## src/core/eflf_defs.svh

```systemverilog
`ifndef EFLF_DEFS_SVH
`define EFLF_DEFS_SVH
// register indices; the byte address is four times the index
`define EFLF_IDX_THR_HIGH_A 16'hE630
`define EFLF_IDX_THR_LOW_A 16'hE631
`define EFLF_IDX_THR_HIGH_B 16'hE632
`define EFLF_IDX_THR_LOW_B 16'hE633
`define EFLF_IDX_THR_HIGH_C 16'hE634
`define EFLF_IDX_THR_LOW_C 16'hE635
`define EFLF_IDX_THR_HIGH_D 16'hE636
`define EFLF_IDX_THR_LOW_D 16'hE637
`define EFLF_IDX_CONFIG 16'hE700
`define EFLF_IDX_AUTO_LEN_A 16'hE701
`define EFLF_IDX_LEVEL 16'hE705
`define EFLF_IDX_STATUS 16'hE706
`define EFLF_IDX_MASK 16'hE707
// threshold high register fields
`define EFLF_HI_DIR 7
`define EFLF_HI_SCOPE 6
`define EFLF_HI_B5 5
`define EFLF_HI_B4 4
`define EFLF_HI_B3 3
`define EFLF_HI_B1 1
`define EFLF_HI_B0 0
// reset values and writable-bit masks
`define EFLF_THR_HIGH_RST 8'h88
`define EFLF_THR_LOW_RST 8'h00
`define EFLF_HIGH_MASK_LARGE 8'hFB
`define EFLF_HIGH_MASK_SMALL 8'hD9
`define EFLF_AUTO_LEN_RST 10'h200
// config register fields
`define EFLF_CFG_IN_LSB 0
`define EFLF_CFG_AUTO_LSB 4
`define EFLF_CFG_HS 8
// status and mask layout
`define EFLF_ST_COMMIT_LSB 4
// bulk packet buffer sizes
`define EFLF_BUF_HS 10'h200
`define EFLF_BUF_FS 10'h040
`endif

```

## src/core/eflf_pkg.sv

```systemverilog
package eflf_pkg;
  // monitored counts and thresholds, wide enough for 4096 bytes
  typedef logic [12:0] eflf_count_t;
  // ahb transfer types
  typedef enum logic [1:0] {
    EFLF_IDLE = 2'b00,
    EFLF_BUSY = 2'b01,
    EFLF_NONSEQ = 2'b10,
    EFLF_SEQ = 2'b11
  } eflf_htrans_t;
endpackage : eflf_pkg

```

## src/core/eflf_level_flag.sv

```systemverilog
// Our own choice: the AHB-Lite register port.
`timescale 1ns/1ps
`include "eflf_defs.svh"
module eflf_level_flag (
  // clock and reset
  input wire logic clock,
  input wire logic rstn,
  // ahb-lite slave
  input wire logic hsel,
  input wire logic [31:0] haddr,
  input wire eflf_pkg::eflf_htrans_t htrans,
  input wire logic hwrite,
  input wire logic [2:0] hsize,
  input wire logic [31:0] hwdata,
  input wire logic hready,
  output logic hreadyout,
  output logic hresp,
  output logic [31:0] hrdata,
  // in endpoints: byte writes by the filler, packets sent on usb
  input wire logic [3:0] fillWrite,
  input wire logic [3:0] pktSent,
  // out endpoints: total bytes held in each fifo
  input wire eflf_pkg::eflf_count_t outTotalA,
  input wire eflf_pkg::eflf_count_t outTotalB,
  input wire eflf_pkg::eflf_count_t outTotalC,
  input wire eflf_pkg::eflf_count_t outTotalD,
  // flags and commits to the outside
  output logic [3:0] programmableLevelFlag,
  output logic [3:0] commitPulse,
  // interrupt
  output logic irq
);
  import eflf_pkg::*;

  // register map, as word indices on the bus:
  //   threshold high a..d at the even indices, low a..d right after each
  //   config, then auto-commit lengths a..d, level, status and mask
  // config word:
  //   bits 3..0 endpoint runs in the in direction, one bit per endpoint
  //   bits 7..4 auto-commit enable, one bit per endpoint
  //   bit 8 high speed, which sets the bulk buffer to 512 bytes
  // threshold high word:
  //   bit 7 flag direction, bit 6 packet scope select
  //   bits 5..3 committed packet field, or upper out threshold bits
  //   bits 1..0 upper byte threshold bits on the larger fifos
  //   bits that a small fifo cannot use read back as zero
  // status and mask words:
  //   bits 3..0 flag rising edge, bits 7..4 packet committed
  //   status bits stick until a read of the status word
  // unmapped indices read zero and ignore writes; no wait states

  // register storage
  logic [7:0] thrLow_q [4]; // low threshold bytes
  logic [7:0] thrHigh_q [4]; // high threshold bytes
  logic [9:0] autoLen_q [4]; // auto-commit lengths
  logic [8:0] config_q; // direction, auto enable, speed
  logic [7:0] status_q; // sticky events
  logic [7:0] mask_q; // interrupt mask
  logic [31:0] rdata_q; // read data held for data phase
  logic wrPend_q; // write waiting for its data phase
  logic [29:0] wrIdx_q; // word index of pending write
  logic [3:0] flag_q; // previous flags for edge events

  // address phase decode
  wire addrPhase = hsel && hready && htrans[1];
  wire [29:0] idx = haddr[31:2];
  wire rdAccept = addrPhase && !hwrite;
  wire wrAccept = addrPhase && hwrite;

  // per endpoint index constants
  wire [29:0] idxHigh [4];
  wire [29:0] idxLow [4];
  assign idxHigh[0] = 30'(`EFLF_IDX_THR_HIGH_A);
  assign idxHigh[1] = 30'(`EFLF_IDX_THR_HIGH_B);
  assign idxHigh[2] = 30'(`EFLF_IDX_THR_HIGH_C);
  assign idxHigh[3] = 30'(`EFLF_IDX_THR_HIGH_D);
  assign idxLow[0] = 30'(`EFLF_IDX_THR_LOW_A);
  assign idxLow[1] = 30'(`EFLF_IDX_THR_LOW_B);
  assign idxLow[2] = 30'(`EFLF_IDX_THR_LOW_C);
  assign idxLow[3] = 30'(`EFLF_IDX_THR_LOW_D);

  // addresses are compared as whole word indices, so a byte or halfword
  // address inside a register word maps to that word
  // own register hits, at address phase
  wire hitConfig = (idx == 30'(`EFLF_IDX_CONFIG));
  wire hitLevel = (idx == 30'(`EFLF_IDX_LEVEL));
  wire hitStatus = (idx == 30'(`EFLF_IDX_STATUS));
  wire hitMask = (idx == 30'(`EFLF_IDX_MASK));

  // write-side hits, at data phase
  wire wrConfig = wrPend_q && (wrIdx_q == 30'(`EFLF_IDX_CONFIG));
  wire wrMask = wrPend_q && (wrIdx_q == 30'(`EFLF_IDX_MASK));

  // auto-commit enable and the speed bit only change commit lengths;
  // they never move the threshold layout
  // configuration fields
  wire [3:0] epIsIn = config_q[`EFLF_CFG_IN_LSB +: 4];
  wire [3:0] autoEn = config_q[`EFLF_CFG_AUTO_LSB +: 4];
  wire highSpeed = config_q[`EFLF_CFG_HS];
  // bulk buffer size by speed
  wire [9:0] bufSize = highSpeed ? `EFLF_BUF_HS : `EFLF_BUF_FS;

  // per endpoint working signals
  logic [31:0] readEp [4];
  logic [3:0] readEpHit;
  logic [3:0] flagNow;
  logic [3:0] commitNow;
  eflf_count_t outTotal [4];
  assign outTotal[0] = outTotalA;
  assign outTotal[1] = outTotalB;
  assign outTotal[2] = outTotalC;
  assign outTotal[3] = outTotalD;

  // each endpoint builds three thresholds from the same two bytes:
  //   a byte threshold inside the filling packet
  //   a committed packet field for the packets-plus-bytes compare
  //   a total byte threshold for the out direction
  // the out threshold is not contiguous: on the larger fifos bit ten does not follow bit nine,
  // on the small ones bit nine does not follow bit eight, so software must split its count by hand
  // the packet compare puts packets above bytes; it only orders correctly
  // while the byte count stays below 1024, which the 512 byte buffer
  // guarantees
  // the direction bit is read straight from the register, so a change of
  // direction shows on the flag one clock after the write lands

  genvar e;
  generate
    for (e = 0; e < 4; e++) begin : gEp
      // endpoints a and c have the larger fifos
      localparam bit LARGE = (e == 0) || (e == 2);
      localparam bit FIRST = (e == 0);
      // writable bits of the high register
      localparam logic [7:0] HMASK = LARGE ? `EFLF_HIGH_MASK_LARGE : `EFLF_HIGH_MASK_SMALL;
      // auto-commit index of this endpoint
      localparam logic [29:0] IDX_AUTO = 30'(`EFLF_IDX_AUTO_LEN_A + e);

      wire [7:0] hi = thrHigh_q[e];
      wire [7:0] lo = thrLow_q[e];
      wire flagDirection = hi[`EFLF_HI_DIR];
      wire packetScopeSelect = hi[`EFLF_HI_SCOPE];
      wire thresholdBitEight = hi[`EFLF_HI_B0];
      wire thresholdBitNine = LARGE ? hi[`EFLF_HI_B1] : hi[`EFLF_HI_B3];
      wire thresholdBitTen = LARGE ? hi[`EFLF_HI_B3] : hi[`EFLF_HI_B4];

      // byte threshold within one packet
      logic [9:0] byteThr;
      // packet count field for in endpoints
      logic [2:0] committedPacketField;
      // total byte threshold for out endpoints
      eflf_count_t outThr;
      if (LARGE) begin : gLarge
        assign byteThr = {hi[`EFLF_HI_B1], hi[`EFLF_HI_B0], lo};
      end else begin : gSmall
        assign byteThr = {1'b0, thresholdBitEight, lo};
      end
      // first endpoint uses all three field bits, others two
      if (FIRST) begin : gPktA
        assign committedPacketField = hi[`EFLF_HI_B5:`EFLF_HI_B3];
      end else begin : gPktX
        assign committedPacketField = {1'b0, hi[`EFLF_HI_B4:`EFLF_HI_B3]};
      end
      // split upper bits: b1:b0 / b3 / b4 / b5 by fifo size
      if (FIRST) begin : gOutA
        assign outThr = {hi[`EFLF_HI_B5], hi[`EFLF_HI_B4], thresholdBitTen,
          thresholdBitNine, thresholdBitEight, lo};
      end else if (LARGE) begin : gOutC
        assign outThr = {1'b0, hi[`EFLF_HI_B4], thresholdBitTen, thresholdBitNine,
          thresholdBitEight, lo};
      end else begin : gOutS
        assign outThr = {2'b00, thresholdBitTen, thresholdBitNine,
          thresholdBitEight, lo};
      end

      // a zero programmed length would commit on every byte and an oversize one would
      // overrun the buffer, so both fall back to the full buffer size
      // commit length: programmed length, else full buffer
      wire [9:0 ] autoLen = (autoLen_q[e] == '0 || autoLen_q[e] > bufSize) ? bufSize
        : autoLen_q[e];
      wire [9:0] commitLen = autoEn[e] ? autoLen : bufSize;

      // filling-packet byte count and committed packets
      logic [9:0] fillingPacketByteCount;
      logic [2:0] committed_packet_field;
      eflf_in_pkt_counter #(
        .BW(10),
        .PW(3)
      ) uCount (
        .clock(clock),
        .rstn(rstn),
        .enable(epIsIn[e]),
        .byteWrite(fillWrite[e]),
        .pktSent(pktSent[e]),
        .commitLen(commitLen),
        .fillBytes(fillingPacketByteCount),
        .committed_packet_field(committed_packet_field),
        .commitPulse(commitNow[e])
      );

      // an out endpoint ignores the in counters, which are held at zero
      // while the endpoint is not configured in
      // monitored level and threshold by direction and scope
      eflf_count_t level;
      eflf_count_t thr;
      always_comb begin
        if (!epIsIn[e]) begin
          level = outTotal[e];
          thr = outThr;
        end else if (packetScopeSelect) begin
          level = {3'b000, fillingPacketByteCount};
          thr = {3'b000, byteThr};
        end else begin
          level = {committed_packet_field, fillingPacketByteCount};
          thr = {committedPacketField, byteThr};
        end
      end

      // comparator and registered flag
      eflf_ep_flag uFlag (
        .clock(clock),
        .rstn(rstn),
        .level(level),
        .threshold(thr),
        .flagDirection(flagDirection),
        .flag(flagNow[e])
      );

      // write strobes for this endpoint
      wire wrHigh = wrPend_q && (wrIdx_q == idxHigh[e]);
      wire wrLow = wrPend_q && (wrIdx_q == idxLow[e]);
      wire wrAuto = wrPend_q && (wrIdx_q == IDX_AUTO);

      // the high word is masked on write so that unused bits, except bit 5 on endpoint c, read as zero
      // and cannot leak into the thresholds of a small fifo
      // threshold and auto-commit registers
      always_ff @(posedge clock or negedge rstn) begin
        if (!rstn) begin
          thrHigh_q[e] <= `EFLF_THR_HIGH_RST & HMASK;
          thrLow_q[e] <= `EFLF_THR_LOW_RST;
          autoLen_q[e] <= `EFLF_AUTO_LEN_RST;
        end else begin
          if (wrHigh) begin
            thrHigh_q[e] <= hwdata[7:0] & HMASK;
          end
          if (wrLow) begin
            thrLow_q[e] <= hwdata[7:0];
          end
          if (wrAuto) begin
            autoLen_q[e] <= hwdata[9:0];
          end
        end
      end

      // read mux for this endpoint
      assign readEpHit[e] = (idx == idxHigh[e]) || (idx == idxLow[e]) || (idx == IDX_AUTO);
      assign readEp[e] = (idx == idxHigh[e]) ? {24'h000000, hi}
        : (idx == idxLow[e]) ? {24'h000000, lo}
        : (idx == IDX_AUTO) ? {22'h000000, autoLen_q[e]}
        : 32'h00000000;
    end
  endgenerate

  // status hazard: a read and a new event in the same cycle must not lose
  // the event, so the clear only removes the bits that the read returned
  // and the set term is or-ed in after the clear
  // a flag that goes high right after reset counts as a rising edge,
  // since the flag history resets low
  // events: flag rising edge and packet commit
  wire [7:0] eventSet = {commitNow, flagNow & ~flag_q};
  // status read clears what it returned; a new event wins
  wire [7:0] statusClr = (rdAccept && hitStatus) ? status_q : 8'h00;
  wire [7:0] status_d = (status_q & ~statusClr) | eventSet;

  // read data selection for the address phase
  wire [31:0] readOwn = hitConfig ? {23'h000000, config_q}
    : hitLevel ? {28'h0000000, flagNow}
    : hitStatus ? {24'h000000, status_q}
    : hitMask ? {24'h000000, mask_q}
    : 32'h00000000;
  wire [31:0] rdata_d = (|readEpHit) ? (readEp[0] | readEp[1] | readEp[2] | readEp[3])
    : readOwn;

  // reads are decoded in the address phase and held in a register, so a
  // read that follows a write to the same word returns the old value
  // writes wait one cycle for their data and land at the end of the data
  // phase; hwdata is never looked at outside a pending write
  // bus pipeline: read data and pending write
  always_ff @(posedge clock or negedge rstn) begin
    if (!rstn) begin
      rdata_q <= 32'h00000000;
      wrPend_q <= 1'b0;
      wrIdx_q <= 30'h00000000;
    end else begin
      wrPend_q <= wrAccept;
      if (addrPhase) begin
        wrIdx_q <= idx;
      end
      if (rdAccept) begin
        rdata_q <= rdata_d;
      end
    end
  end

  // config, mask, status and flag history
  always_ff @(posedge clock or negedge rstn) begin
    if (!rstn) begin
      config_q <= 9'h000;
      mask_q <= 8'h00;
      status_q <= 8'h00;
      flag_q <= 4'h0;
    end else begin
      if (wrConfig) begin
        config_q <= hwdata[8:0];
      end
      if (wrMask) begin
        mask_q <= hwdata[7:0];
      end
      status_q <= status_d;
      flag_q <= flagNow;
    end
  end

  // the slave never stalls and never errors, so hreadyout and hresp are
  // constants; the flags come straight from the per-endpoint flops and
  // the interrupt from status and mask flops, so no output glitches
  // outputs: zero-wait okay slave, flags, commits, interrupt
  assign hreadyout = 1'b1;
  assign hresp = 1'b0;
  assign hrdata = rdata_q;
  assign programmableLevelFlag = flagNow;
  assign commitPulse = commitNow;
  assign irq = |(status_q & mask_q);

  // hsize is accepted but only whole words are used
  wire unusedSize = ^hsize;
endmodule : eflf_level_flag

```

## src/core/eflf_ep_flag.sv

```systemverilog
`timescale 1ns/1ps
// one endpoint's level decision, registered every clock
module eflf_ep_flag (
  // clock and reset
  input wire logic clock,
  input wire logic rstn,
  // monitored level and programmed threshold
  input wire eflf_pkg::eflf_count_t level,
  input wire eflf_pkg::eflf_count_t threshold,
  input wire logic flagDirection,
  // registered flag
  output logic flag
);
  import eflf_pkg::*;
  // comparisons both ways
  wire atOrAbove = (level >= threshold);
  wire atOrBelow = (level <= threshold);
  wire flag_d = flagDirection ? atOrAbove : atOrBelow;
  // re-evaluated on every edge
  always_ff @(posedge clock or negedge rstn) begin
    if (!rstn) begin
      flag <= 1'b0;
    end else begin
      flag <= flag_d;
    end
  end
endmodule : eflf_ep_flag

```

## src/core/eflf_in_pkt_counter.sv

```systemverilog
`timescale 1ns/1ps
`include "eflf_defs.svh"
// filling-packet byte count, commit, and committed-packet count
module eflf_in_pkt_counter #(
  parameter int BW = 10,
  parameter int PW = 3
) (
  // clock and reset
  input wire logic clock,
  input wire logic rstn,
  // events from filler and usb side
  input wire logic enable,
  input wire logic byteWrite,
  input wire logic pktSent,
  input wire logic [BW-1:0] commitLen,
  // counts and commit pulse
  output logic [BW-1:0] fillBytes,
  output logic [PW-1:0] committed_packet_field,
  output logic commitPulse
);
  import eflf_pkg::*;
  // commit once the next byte reaches the length
  wire [BW-1:0] fillNext = fillBytes + BW'(1);
  wire commitNow = enable && byteWrite && (fillNext >= commitLen);
  wire pktFull = &committed_packet_field;
  wire pktUp = commitNow && !pktFull;
  wire pktDown = pktSent && (committed_packet_field != '0);
  // byte and packet counters
  always_ff @(posedge clock or negedge rstn) begin
    if (!rstn) begin
      fillBytes <= '0;
      committed_packet_field <= '0;
      commitPulse <= 1'b0;
    end else begin
      commitPulse <= commitNow;
      if (!enable) begin
        fillBytes <= '0;
      end else if (commitNow) begin
        fillBytes <= '0;
      end else if (byteWrite) begin
        fillBytes <= fillNext;
      end
      if (!enable) begin
        committed_packet_field <= '0;
      end else if (pktUp && !pktDown) begin
        committed_packet_field <= committed_packet_field + PW'(1);
      end else if (pktDown && !pktUp) begin
        committed_packet_field <= committed_packet_field - PW'(1);
      end
    end
  end
endmodule : eflf_in_pkt_counter

```

## config.mk

```make
export PLATFORM = sky130hd
export DESIGN_NAME = eflf_level_flag
export DESIGN_NICKNAME = d
export VERILOG_FILES = /design/src/core/eflf_pkg.sv /design/src/core/eflf_level_flag.sv /design/src/core/eflf_ep_flag.sv /design/src/core/eflf_in_pkt_counter.sv
export VERILOG_INCLUDE_DIRS = /design/src /design/src/core
export SDC_FILE = /design/constraint.sdc
export NUM_CORES = 1
export LEC_CHECK = 0
export ABC_CLOCK_PERIOD_IN_PS = 5050
export BUFFER_PORTS_ARGS = -buffer_cell sky130_fd_sc_hd__buf_2
export CAP_MARGIN = 25
export CORE_ASPECT_RATIO = 2
export CORE_MARGIN = 2
export CORE_UTILIZATION = 60
export DETAILED_ROUTE_END_ITERATION = 10
export PLACE_DENSITY = 0.82
export SLEW_MARGIN = 20
export SYNTH_ARGS = -nofsm -noshare
export SYNTH_HDL_FRONTEND = slang
export SYNTH_SLANG_ARGS = --single-unit
```

## constraint.sdc

```tcl
create_clock -name clock -period 5.05 [get_ports clock]
set_clock_uncertainty 0.05 [all_clocks]
set_input_delay 0.2525 -clock clock [delete_from_list [all_inputs] [get_ports clock]]
set_output_delay 0.2525 -clock clock [all_outputs]
set_load 0.01 [all_outputs]
```

* Yosys cells after proc, flatten, opt, wreduce, memory -nomap -nowiden *
Cells that the tools add are included.

operators by class
  add/subtract/negate cells = 12
  multiplexer cells = 71
  equal/unequal tests = 38
  bitwise logic cells = 9
  $lt $le $gt $ge = 16
  reduce and logical (&&, ||, !) cells = 82

operators with widths
  cell                     number
  $eq A30 B16 Y1 const B   30
  $mux W10                 34
  $mux W13                 10
  $mux W12                 6
  $logic_and A1 B1 Y1      43
  $add A10 B1 Y10 const B  4
  $ge A10 B10 Y1           4
  $gt A10 B10 Y1           4
  $logic_not A10 Y1        4
  $ge A13 B12 Y1           3
  $le A13 B12 Y1           3
  $mux W3                  12
  $mux W8                  4
  $or A10 B10 Y10          3
  $and A8 B8 Y8            2
  $ge A13 B13 Y1           1
  $le A13 B13 Y1           1
  $logic_not A1 Y1         13
  $add A3 B1 Y3 const B    4
  $logic_or A1 B1 Y1       12
  $ne A3 B1 Y1 const B     4
  $ne A3 B2 Y1 const B     4
  $reduce_and A3 Y1        4
  $reduce_bool A3 Y1       4
  9 further kinds          15

storage, ports and cells
  input bits = 134
  word-level logic and storage cells = 263
  output and inout bits = 43
  flip-flop bits (word level) = 248

* Depth between registers and ports, before layout *
Gate-level depths: netlist of the first run.

  depth in word-level cells = 13
  depth in mapped cells = 23
  depth with buffers taken out = 22

* By module *
Synthesis of the first run repeated with hierarchy kept, for this count alone.

unflattened totals
  cells, all modules = 1,478
  area total of the unflattened synthesis = 14,993.1 um^2

modules (own cells, without submodules)
  module               times used  area an instance (um^2)  cells each  seq. area each (um^2)
  eflf_level_flag      1           9,187.6                  826         4,169.0
  eflf_in_pkt_counter  4           1,089.8                  114         350.3
  eflf_ep_flag         4           361.6                    49          25.0

* Worst setup path before layout of the first run *
OpenSTA, ideal clock, no wires.

  path type = reg2reg
  start = register config_q[8]
  end = register gEp[1].uCount.committed_packet_field[2]
  cell stages (with the launch flop) = 24
  data required time = 4.875 ns
  clock period less this slack = 4.576 ns
  arrival time = 4.401 ns
  buffers on the path = 3
  setup time = 0.125 ns
  setup slack = 0.474 ns
  cells stage by stage = dfrtp_1 -> inv_1 -> ha_1 -> a21boi_0 -> o22ai_1 -> o311a_1 -> clkbuf_1 -> mux2i_1 -> ha_1 -> a21oi_1 -> o21ai_0 -> a2111oi_0 -> or3_1 -> clkbuf_1 -> nor2_1 -> fa_1 -> buf_1 -> nand3_1 -> o21ai_0 -> nand2_1 -> o31ai_1 -> nand2_1 -> nand3_1 -> a2111oi_0

on the way
  cells in the longest elaborated chain, start to end = 11
  elaborated cells on any way between the ends = 14
  classes of those cells = order compare: 2; eq/ne: 1; mux: 5; reduce/logical: 6

ends and longest elaborated chain
  what                                                             RTL line                                              source
  start, declared                                                  eflf_level_flag.sv:56                                 logic [8:0] config_q;
  start signal, assigned                                           eflf_level_flag.sv:312                                config_q <= hwdata[8:0];
  $mux W10 (no source line) (*)                                    n/a
  $gt A10 B10 Y1                                                   eflf_level_flag.sv:177                                wire [9:0 ] autoLen = (autoLen_q[e] == '0 || autoLen_q[e] > bufSize) ? bufSize
  $logic_or A1 B1 Y1                                               eflf_level_flag.sv:177
  $mux W10                                                         eflf_level_flag.sv:177
  $mux W10 (*)                                                     eflf_level_flag.sv:179                                wire [9:0] commitLen = autoEn[e] ? autoLen : bufSize;
  $ge A10 B10 Y1 (*)                                               eflf_in_pkt_counter.sv:24                             wire commitNow = enable && byteWrite && (fillNext >= commitLen);
  $logic_and A1 B1 Y1 (*)                                          eflf_in_pkt_counter.sv:24
  $logic_and A1 B1 Y1 (*)                                          eflf_in_pkt_counter.sv:26                             wire pktUp = commitNow && !pktFull;
  $logic_not A1 Y1 / $logic_and A1 B1 Y1 (equally long branches)   eflf_in_pkt_counter.sv:47, eflf_in_pkt_counter.sv:45
  $logic_and A1 B1 Y1 / $mux W3 (equally long branches)            eflf_in_pkt_counter.sv:47, eflf_in_pkt_counter.sv:45
  $ne A3 B1 Y1 (no source line) / $mux W3 (equally long branches)  n/a
  end signal, assigned                                             eflf_in_pkt_counter.sv:46                             committed_packet_field <= committed_packet_field + PW'(1);
  end signal, assigned                                             eflf_in_pkt_counter.sv:48                             committed_packet_field <= committed_packet_field - PW'(1);
  end, declared                                                    eflf_in_pkt_counter.sv:18                             output logic [PW-1:0] committed_packet_field,

Mark *: on every way between the ends. The rest lies on a longest branch, timed or not.
A chain may end at the register's enable or synchronous reset.

* Final worst setup path of the first run *
Same ends and word-level chain as after synthesis.

==> summary.txt, run 1 <==
STA
  • F_max: roughly 220 MHz
  • Setup TNS: 0 ns
  • Final min period: 4.61 ns
  • Final setup viols: 0
  • Slew Viols, Final: 0
  • Setup repair after global routing missed its margin: no
  • Worst slew pin tran: 0.971 ns
  • Hold Vio Cnt, Final: 0
  • Period utilization: 0.912
  • Slew HR: 0.346
  • WHS: 0.0126 ns

Logic synthesis
  • Most used flip-flop cell after synthesis: dfrtp_1
  • Number of enable-type register cells in the synthesized netlist: 0
  • Synthesized area: approximately 15000 µm²
  • YS warnings: 0
  • Synth unique cells: 75
  • Synthesized flop and latch total: 226
  • Post-synthesis sequential area ratio: 0.383
  • Syn_area_per_cell: 9.71 µm²
  • Post-Syn Instances: 1527
  • Async S/R FF share, synth: 1.00

Clock tree
  • Root buf cell: clkbuf_16
  • Clock tree sinks: 226
  • H-tree Lvls: 1
  • Clk_lat worst skew: between 0.5 and 0.6 ns
  • Total clock buffers created by CTS: 21
  • Clock Tree Buf Depth: 3
  • Clock tree from TritonCTS: done
  • CTS clk-pin slew, worst paths: 0.07 ns

Placed design
  • Gpl congestion: ~0.98
  • # port buffers: ~120
  • Post-Place Cells: 1876
  • Post-DP HPWL: about 31000 µm

Die
  • DIE AREA: about 26000 µm²
  • Die X: 115 µm
  • Chip height: 226 µm
  • Core footprint: 24300 µm²
  • Initial core utilization: 0.609
  • Rows: 81
  • Num ports: 177

GRT
  • Number of global-route vias before repair: approximately 13k
  • Initial antenna violation count: 1
  • Largest net degree at the start of global routing: 115
  • Tot GR Track Use: 0.329
  • Met1 usage in global routing: 0.346
  • First-pass GRT wire length: 66200 µm
  • Met2 Usage GRT: 0.584
  • Global Route met3 Usage: 0.0396
  • Remaining global-route overflow: 0
  • Top Usage Layer GRT: met2

Critical path
  • Reg2Reg Launch Point: config_q[8]
  • CP arrival: ~5.0 ns
  • Critical Path Start: config_q[8]
  • Critical Path Sink Type: register
  • Crit-path max FO: 10
  • Worst Path Required: about 5.4 ns
  • Crit start category: register
  • Crit Path Category: reg -> reg

Routing
  • Routed Antenna Nets: 0
  • Vias per cell: 6.42
  • Residual DRC: 0
  • Total wire length: 42500 µm
  • TritonRoute pass-1 iters: 6
  • Initial DRC count: 1008
  • Via Count: 12.5k
  • Avg WL per Cell: 21.9 µm

Status
  • Outcome: finished clean

Worst hold path
  • Worst hold-check path type: in -> reg
  • Min-delay src: outTotalB[12]

Layout
  • ANT cells: 0
  • Commonest non-fill, non-tap cell in the layout: dfrtp_1
  • Layout cells sized above 1: 0.227
  • Final Net Count: 1876
  • Layout area overhead: 11.5%
  • Most frequent cells in the layout: dfrtp_1 (214), nand2_1 (202), mux2_2 (165)
  • Fin cells: 1941
  • Fill cells: 1896

Pwr
  • Combinational share of power: 0.205
  • Power per cell area: just over 300 nW/µm²
  • Flop pwr share: 0.443
  • Cell Int Power: 3.49 mW
  • P_sw: 1.56 mW
  • Total Power: 5.05 mW
  • Peak supply drop: 324 µV
  • Switch share: 0.310
  • Leakage: 7.65 nW
  • Clock power share: 0.353

Flow run
  • Max Cap Violations: 0
[cells by family after synthesis]
kind of cell | count (synthesis) | synth area share
xor+xnor | 38 | 0.0225
mux | 219 | 0.172
compound gates | 270 | 0.116
other cells | 2 | 0.000507
simple gates | 487 | 0.161
fa+ha+maj | 105 | 0.0907
flops | 226 | 0.383
buf+inv | 180 | 0.0544
[registers in the layout (all words and copies together) (netlist names)]
| signal | count |
|---|---|
| autoLen_q | 40 |
| gEp.hi | 24 |
| flag_q | 4 |
| hrdata | 10 |
| gEp.uCount.commitPulse | 4 |
| status_q | 8 |
| wrPend_q | 1 |
| gEp.uFlag.flag | 4 |
| gEp.lo | 32 |
| gEp.uCount.committed_packet_field | 12 |
| config_q | 9 |
| mask_q | 8 |
| gEp.uCount.fillBytes | 40 |
| wrIdx_q | 30 |
[layout make-up]
cell class / count / area [µm²] / share of cell area
Timing Repair Buffer: 162 / 998 / 0.0604
Multi-Input combinational cell: 1143 / 8430 / 0.510
Sequential cell: 226 / 5670 / 0.343
Tap cell: 290 / 363 / 0.0219
Inverter: 83 / 312 / 0.0188
Clock inverter: 12 / 178 / 0.0107
Clock buffer: 25 / 581 / 0.0351
[critical path: stages, from the launching register on]
cell and delay [ns]:
dfrtp_1 0.41, inv_1 0.30, ha_1 0.32, a21boi_0 0.12, o22ai_1 0.15, o311a_2 0.32, mux2i_1 0.22, ha_1 0.27
a21oi_1 0.14, o21ai_0 0.16, a2111oi_0 0.39, or3_1 0.20, nor2_1 0.06, fa_1 0.50, nand3_1 0.13, o21ai_0 0.08
nand2_1 0.08, o31ai_1 0.07, nand2_1 0.08, nand3_1 0.08, a2111oi_0 0.36
[stage by stage]
stage	util	area, µm²	setup slack [ns]
2_1_floorplan	-	14900	0.474
3_3_place_gp	0.637	15500	0.473
3_5_place_dp	0.637	15500	0.471
4_1_cts	0.680	16500	0.432
5_1_grt	0.680	16500	0.107
6_report	0.680	16500	0.445
[power groups by stage]
stage	clock (mW)	sequential (mW)	combinational, mW
after floorplan	0	2.10	0.835
after global placement	0	2.25	0.955
after detailed placement	0	2.26	1.00
after CTS	1.78	2.23	1.02
after global routing	1.86	2.26	1.15
final	1.78	2.24	1.03
[timing repair]
action / CTS / global route
setup endpoints to repair: 0 / 1
endpoints found under the hold margin: 133 / 0
buffers inserted: 0 / 0
hold buffers: 28 / 0
gates resized for setup: 0 / 1
[per-layer routing]
| metal | routed length [µm] | vias up |
|---|---|---|
| met5 | 13 | - |
| met4 | 3960 | 2 |
| met3 | 2320 | 208 |
| met2 | 21700 | 577 |
| met1 | 14500 | 6048 |
| li1 | - | 5621 |
[cells in the mapped netlist (12+ instances only)]
cell / number / area [µm²]
nand4_1: 17 / 106
a21oi_1: 55 / 275
ha_1: 101 / 1260
mux2_2: 165 / 1860
xor2_1: 12 / 105
xnor2_1: 26 / 228
dfrtp_1: 214 / 5360
nor4_1: 13 / 81.3
dfstp_2: 12 / 315
nand2_1: 202 / 758
a22oi_1: 28 / 210
mux2_1: 16 / 180
o21ai_0: 81 / 405
nor3_1: 17 / 85.1
nand2b_1: 39 / 244
nor2b_1: 18 / 113
clkbuf_1: 48 / 180
and2_1: 12 / 75.1
buf_4: 33 / 248
nor2_1: 73 / 274
inv_1: 81 / 304
mux2i_1: 28 / 280
nand3_1: 50 / 250
[path summary, 6_finish.rpt]
kind | depth (start not counted) | endpoint | slack (ns)
setup / recovery | 20 | gEp[1].uCount.committed_packet_field[2] | 0.44
hold / removal | 4 | gEp[1].uFlag.flag | 0.01
setup reg to reg | 20 | gEp[1].uCount.committed_packet_field[2] | 0.44
hold reg to reg | 1 | status_q[1] | 0.38
max in group asynchronous | 3 | gEp[2].uCount.fillBytes[9] | 3.55
min in group asynchronous | 2 | gEp[1].uCount.fillBytes[8] | 0.30
(Power assumes the default switching activity.)
==> run 2, diff against run 1 <==
--- a/config.mk
+++ b/config.mk
@@ -8,12 +8,12 @@
 export LEC_CHECK = 0
 export ABC_CLOCK_PERIOD_IN_PS = 5050
 export BUFFER_PORTS_ARGS = -buffer_cell sky130_fd_sc_hd__buf_2
-export CAP_MARGIN = 25
+export CAP_MARGIN = 20
 export CORE_ASPECT_RATIO = 2
 export CORE_MARGIN = 2
 export CORE_UTILIZATION = 60
 export DETAILED_ROUTE_END_ITERATION = 10
-export PLACE_DENSITY = 0.82
+export PLACE_DENSITY = 0.91
 export SLEW_MARGIN = 20
 export SYNTH_ARGS = -nofsm -noshare
 export SYNTH_HDL_FRONTEND = slang
==> run 2 against run 1 <==
Against the previous run:
- global-route usage increased by 1.9 points
- non-clock buffer count shrank 2
- die area unchanged
- utilization hardly changed
- routed wire length up 5.8%
- critical path depth did not move
- fmax fell by 2.4%
- sequential share of layout area about the same
- design area is essentially flat
- flip-flop and latch count stayed put
- via count up 2.5%
- clock-buffer cell count up 5
- largest cell class unchanged
==> summary.txt, run 2 (synthesized netlist as in run 1, its figures left out) <==
Status
  • Outcome: finished clean

Die
  • Chip height: 226 µm (unchanged)
  • Num ports: 177 (unchanged)
  • Initial core utilization: 0.609 (unchanged)
  • DIE AREA: 26100 µm² (unchanged)
  • Core footprint: 24300 µm² (unchanged)
  • Die X: 115 µm (unchanged)
  • Rows: 81 (unchanged)

Clock tree
  • Clock tree from TritonCTS: done
  • Root buf cell: clkbuf_16
  • CTS clk-pin slew, worst paths: 0.08 ns (about the same)
  • Clock tree sinks: 226 (unchanged)
  • H-tree Lvls: 1 (unchanged)
  • Clock Tree Buf Depth: 3 (unchanged)
  • Total clock buffers created by CTS: 22 (+4.8%)
  • Clk_lat worst skew: 0.53 ns (about the same)

Routing
  • Total wire length: 44900 µm (+5.8%)
  • Routed Antenna Nets: 0 (unchanged)
  • TritonRoute pass-1 iters: 8 (+2)
  • Residual DRC: 0 (unchanged)
  • Routed length on met2: 22500 µm (+3.7%)
  • Highest routed layer: met5
  • Avg WL per Cell: 23.1 µm (+5.7%)
  • Initial DRC count: 1196 (+19%)
  • DRT met1 WL: 14600 µm (+0.36%)
  • Via Count: 12.8k (+2.5%)
  • Vias per cell: 6.57 (+2.4%)
  • Routed wl met3: 3150 µm (+36%)

Layout
  • Fin cells: 1942 (+0.052%)
  • Fill cells: 1755 (-7.4%)
  • Storage cell area: 5670 µm² (unchanged)
  • Most frequent cells in the layout: dfrtp_1 (214), nand2_1 (202), mux2_2 (165)
  • ANT cells: 0 (unchanged)
  • Final Net Count: 1875 (-0.053%)
  • Multi-input gate area: 8440 µm² (+0.12%)
  • Layout cells sized above 1: 0.226 (about the same)
  • Commonest non-fill, non-tap cell in the layout: dfrtp_1
  • Layout area overhead: 11.6% (about the same)

Pwr
  • Clock power share: 0.350 (-0.003)
  • Power per cell area: 308 nW/µm² (+0.85%)
  • Combinational share of power: 0.209 (+0.004)
  • Cell Int Power: 3.49 mW (+0.19%)
  • Flop pwr share: 0.440 (-0.003)
  • Leakage: 7.65 nW (about the same)
  • Peak supply drop: 357 µV (+10%)
  • Switch share: 0.315 (+0.00479)
  • P_sw: 1.60 mW (+2.4%)

GRT
  • First-pass GRT wire length: 69200 µm (+4.6%)
  • Largest net degree at the start of global routing: 147 (+28%)
  • Tot GR Track Use: 0.348 (+0.0188)
  • Remaining global-route overflow: 0 (unchanged)
  • Initial antenna violation count: 1 (unchanged)
  • Number of global-route vias before repair: 13.2k (+4.3%)

STA
  • Slew HR: 0.305 (-0.0408)
  • Hold Vio Cnt, Final: 0 (unchanged)
  • F_max: 212 MHz (-2.4%)
  • Final setup viols: 0 (unchanged)
  • Setup repair after global routing missed its margin: no
  • Slew Viols, Final: 0 (unchanged)
  • Period utilization: 0.934 (+0.0220)
  • Final min period: 4.72 ns (+0.111 ns)
  • WHS: 0.0415 ns (+0.0288 ns)
  • Setup TNS: 0 ns (unchanged)
  • Worst slew pin tran: 1.03 ns (+0.0606 ns)

Worst hold path
  • Min-Delay Endpoint: wrIdx_q[8]
  • Worst hold-check path type: in -> reg
  • Min-delay src: haddr[10]
  • Hold Crit Depth: 2 (-2)

Critical path
  • CP arrival: 5.06 ns (+0.11 ns)
  • Worst reg-to-reg setup slack: 0.33 ns (-0.11 ns)
  • Worst Reg-to-Reg Cells: 20 (unchanged)
  • Critical Path Sink Type: register
  • Reg2Reg Launch Point: config_q[8]
  • Crit Path Category: reg -> reg
  • Crit start category: register
  • R2R Path End: gEp[1].uCount.committed_packet_field[2]
  • Worst Path Required: 5.40 ns (about the same)
  • Crit-path max FO: 10 (unchanged)

Placed design
  • Post-Place Cells: 1874 (-0.11%)
  • # port buffers: 124 (unchanged)
  • Gpl congestion: 1.00 (+2.4%)
  • Post-DP HPWL: 31700 µm (+2.1%)

Flow run
  • Max Cap Violations: 0 (unchanged)
## run 2: final cells by class
type	instances	share of cell area
clock inverter	10	0.00810
multi-input combinational	1143	0.510
clock buffer	30	0.0382
tap	290	0.0219
sequential	226	0.343
inverter	83	0.0191
timing repair buffer	160	0.0595
## run 2: worst max-delay path, cell delays in order (launching register included)
cell and delay (ns):
dfrtp_1 0.41, clkinvlp_4 0.29, ha_1 0.39, a21boi_0 0.13
o22ai_1 0.16, o311a_2 0.31, mux2i_1 0.28, ha_1 0.30
a21oi_1 0.14, o21ai_0 0.18, a2111oi_2 0.28, or3_1 0.18
nor2_1 0.06, fa_1 0.49, nand3_1 0.13, o21ai_0 0.09
nand2_1 0.09, o31ai_1 0.07, nand2_1 0.07, nand3_1 0.08
a2111oi_0 0.41
## run 2: timing repair
item / 4_1_cts / 5_1_grt
setup buffers: 0 / 0
endpoints found under the setup margin: 0 / 2
hold buffers: 28 / 0
resized for setup: 0 / 5
hold endpoints to repair: 105 / 0
## run 2: routing by layer
layer  vias to the layer above  GRT usage
li1                       5623          -
met1                      6129      0.354
met2                       722      0.593
met3                       291     0.0650
met4                         2      0.310
met5                         -          0
## run 2: power groups by stage
stage | logic [mW] | registers, mW | clock network [mW]
finish | 1.07 | 2.24 | 1.79
global route | 1.18 | 2.26 | 1.86
CTS | 1.04 | 2.22 | 1.78
detailed placement | 1.01 | 2.26 | 0
global placement | 0.948 | 2.24 | 0
floorplan | 0.835 | 2.10 | 0
## run 2: worst max path at each step
stage | from | endpoint | slack (ns) | depth (start not counted)
floorplan | config_q[8] | gEp[1].uCount.committed_packet_field[2] | 0.47 | 23
global placement | config_q[8] | gEp[1].uCount.committed_packet_field[2] | 0.53 | 20
detailed placement | config_q[8] | gEp[1].uCount.committed_packet_field[2] | 0.19 | 20
CTS | config_q[8] | gEp[1].uCount.committed_packet_field[2] | 0.17 | 20
global route | config_q[8] | gEp[1].uCount.committed_packet_field[2] | 0.002 | 20
finish | config_q[8] | gEp[1].uCount.committed_packet_field[2] | 0.33 | 20
## run 2: through the flow
| stage | worst slack [ns] | total power, mW | cell area [µm²] | util |
|---|---|---|---|---|
| 2_1_floorplan | 0.474 | 2.93 | 14900 | - |
| 3_3_place_gp | 0.531 | 3.19 | 15500 | 0.636 |
| 3_5_place_dp | 0.192 | 3.27 | 15500 | 0.636 |
| 4_1_cts | 0.172 | 5.05 | 16500 | 0.679 |
| 5_1_grt | 0.00241 | 5.30 | 16500 | 0.680 |
| 6_report | 0.334 | 5.10 | 16500 | 0.680 |
==> run 3, diff against run 2 <==
==> constraint.sdc (replaced) <==
create_clock -name clock -period 5.05 [get_ports clock]
set_clock_uncertainty 0.05 [all_clocks]
set_input_delay 0.505 -clock clock [delete_from_list [all_inputs] [get_ports clock]]
set_output_delay 0.505 -clock clock [all_outputs]
set_load 0.01 [all_outputs]
==> run 3 against run 2 <==
Against the previous run:
- clock power down 9%
- critical endpoint unchanged
- hold slack better by 0.14 ns
- non-clock buffer count down 21
- setup slack worse by 0.059 ns
- routed wire length down 6.1%
- combinational power down 4%
- power down 4.2%
- utilization down 1.2 points
==> summary.txt, run 3 (synthesized netlist as in run 1, its figures left out) <==
STA
  • Hold Vio Cnt, Final: 0 (unchanged)
  • Final min period: 4.78 ns (+0.0592 ns)
  • Slew Viols, Final: 0 (unchanged)
  • Final Worst Setup Slack: 0.275 ns (-0.0592 ns)
  • Final setup viols: 0 (unchanged)
  • F_max: 209 MHz (-1.2%)
  • WHS: 0.184 ns (+0.142 ns)
  • Worst slew pin tran: 1.01 ns (-0.0172 ns)
  • Setup TNS: 0 ns (unchanged)
  • Period utilization: 0.946 (+0.0117)
  • Slew HR: 0.317 (+0.0116)

Die
  • DIE AREA: 26100 µm² (unchanged)
  • Die X: 115 µm (unchanged)
  • Core footprint: 24300 µm² (unchanged)
  • Num ports: 177 (unchanged)
  • Initial core utilization: 0.609 (unchanged)
  • Rows: 81 (unchanged)
  • Chip height: 226 µm (unchanged)

Critical path
  • Worst Reg-to-Reg Cells: 20 (unchanged)
  • Critical Path Sink Type: register
  • Crit start category: register
  • CP arrival: 5.11 ns (+0.05 ns)
  • Worst Path Required: 5.39 ns (about the same)
  • Reg2Reg Launch Point: config_q[8]
  • Worst reg-to-reg setup slack: 0.27 ns (-0.06 ns)
  • Crit Path Category: reg -> reg
  • Crit-path max FO: 10 (unchanged)
  • R2R Path End: gEp[1].uCount.committed_packet_field[2]

Clock tree
  • Clock tree sinks: 226 (unchanged)
  • Clock tree from TritonCTS: done
  • H-tree Lvls: 1 (unchanged)
  • Total clock buffers created by CTS: 21 (-4.5%)
  • Root buf cell: clkbuf_16
  • CTS clk-pin slew, worst paths: 0.08 ns (about the same)
  • Clock Tree Buf Depth: 3 (unchanged)
  • Clk_lat worst skew: 0.52 ns (about the same)

Layout
  • Most frequent cells in the layout: dfrtp_1 (214), nand2_1 (202), mux2_2 (165)
  • Layout cells sized above 1: 0.233 (+0.00641)
  • Final Net Count: 1853 (-1.2%)
  • Design area: 16200 µm² (-1.8%)
  • Commonest non-fill, non-tap cell in the layout: dfrtp_1
  • Layout area overhead: 9.53%
  • Final core area utilization: 0.667 (-0.0124)

Placed design
  • Post-DP HPWL: 31500 µm (-0.75%)
  • Gpl congestion: 0.985 (-1.9%)
  • # port buffers: 124 (unchanged)
  • Placed cell areas: 15500 µm² (+0.15%)
  • Pre-CTS setup slack: 0.219 ns (+0.0271 ns)

Flow run
  • Max Cap Violations: 0 (unchanged)

Worst hold path
  • Hold Crit Depth: 2 (unchanged)
  • Worst hold-check path type: in -> reg
  • Min-Delay Endpoint: wrIdx_q[9]
  • Min-delay src: haddr[11]

GRT
  • Largest net degree at the start of global routing: 129 (-12%)
  • First-pass GRT wire length: 65800 µm (-4.9%)
  • Initial antenna violation count: 2 (+1)
  • Number of global-route vias before repair: 12.6k (-4.6%)
  • Tot GR Track Use: 0.329 (-0.0194)
  • Remaining global-route overflow: 0 (unchanged)

Routing
  • Vias per cell: 6.46 (-1.7%)
  • Via Count: 12.4k (-2.8%)
  • Total wire length: 42200 µm (-6.1%)
  • Avg WL per Cell: 22.0 µm (-5.0%)
  • Initial DRC count: 1028 (-14%)
  • Residual DRC: 0 (unchanged)
  • Routed Antenna Nets: 0 (unchanged)
  • TritonRoute pass-1 iters: 9 (+1)

Status
  • Outcome: finished clean

Pwr
  • Switch share: 0.317 (+0.00264)
  • Clock power share: 0.332 (-0.018)
  • P_sw: 1.55 mW (-3.4%)
  • Combinational share of power: 0.211 (+0.002)
  • Flop pwr share: 0.456 (+0.016)
  • Power per cell area: 301 nW/µm² (-2.4%)
  • Peak supply drop: 308 µV (-14%)
  • Cell Int Power: 3.33 mW (-4.5%)
  • Leakage: 7.54 nW (-1.4%)
## run 3: changes by cell type in the layout (fill, tap and decap cells not counted), moves of 3 or more
cell and change:
dlygate4sd3_1 -27, buf_4 +6, clkbuf_8 +5, bufinv_16 -3, clkbuf_1 -3
## run 3: metrics by stage
stage          total power [mW]  instances
2_1_floorplan              2.93       1549
3_3_place_gp               3.19       1877
3_5_place_dp               3.26       1877
4_1_cts                    4.87       1915
5_1_grt                    5.10       1920
6_report                   4.88       1920
## run 3: worst max-delay path by stage
| stage | end | depth (start not counted) | slack [ns] | from |
|---|---|---|---|---|
| 2_1_floorplan | gEp[1].uCount.committed_packet_field[2] | 23 | 0.47 | config_q[8] |
| 3_3_place_gp | gEp[1].uCount.committed_packet_field[2] | 20 | 0.51 | config_q[8] |
| 3_5_place_dp | gEp[1].uCount.committed_packet_field[2] | 20 | 0.22 | config_q[8] |
| 4_1_cts | gEp[1].uCount.committed_packet_field[2] | 20 | 0.21 | config_q[8] |
| 5_1_grt | gEp[1].uCount.committed_packet_field[2] | 20 | -0.009 | config_q[8] |
| 6_report | gEp[1].uCount.committed_packet_field[2] | 20 | 0.27 | config_q[8] |
## run 3: cell type report
type	instances	area (µm²)
Timing Repair Buffer	139	758
Tap cell	290	363
Clock inverter	7	48.8
Multi-Input combinational cell	1143	8440
Antenna cell	2	5.00
Sequential cell	226	5670
Clock buffer	30	639
Inverter	83	315
Fill cell	1783	8090
## run 3: timing repair
item	CTS	global route
hold endpoints to repair	3	0
setup endpoints to repair	0	1
hold buffers	1	0
resized for setup	0	4
setup buffers	0	3
## run 3: power groups by stage
stage,clock (mW),combinational [mW],sequential (mW)
after CTS,1.64,1.02,2.22
after detailed placement,0,1.01,2.25
after floorplan,0,0.835,2.10
final,1.62,1.03,2.23
after global routing,1.70,1.14,2.25
after global placement,0,0.953,2.24
## run 3: critical path, stage by stage (launching register included)
cell	delay [ns]
dfrtp_1	0.40
clkinvlp_4	0.23
ha_1	0.36
a21boi_0	0.13
o22ai_1	0.17
o311a_2	0.33
mux2i_2	0.27
ha_1	0.29
a21oi_1	0.17
o21ai_0	0.16
a2111oi_0	0.38
or3_1	0.18
nor2_1	0.06
fa_1	0.50
nand3_1	0.13
o21ai_0	0.08
nand2_1	0.09
o31ai_1	0.08
nand2_1	0.08
nand3_1	0.08
a2111oi_1	0.41
## run 3: routing by layer
layer / share of wire / routed length, µm / global-route usage
met2: 0.50 / 21200 / 0.564
met1: 0.33 / 13900 / 0.335
met3: 0.063 / 2650 / 0.0511
met4: 0.11 / 4470 / 0.299
met5: 0 / 0 / 0
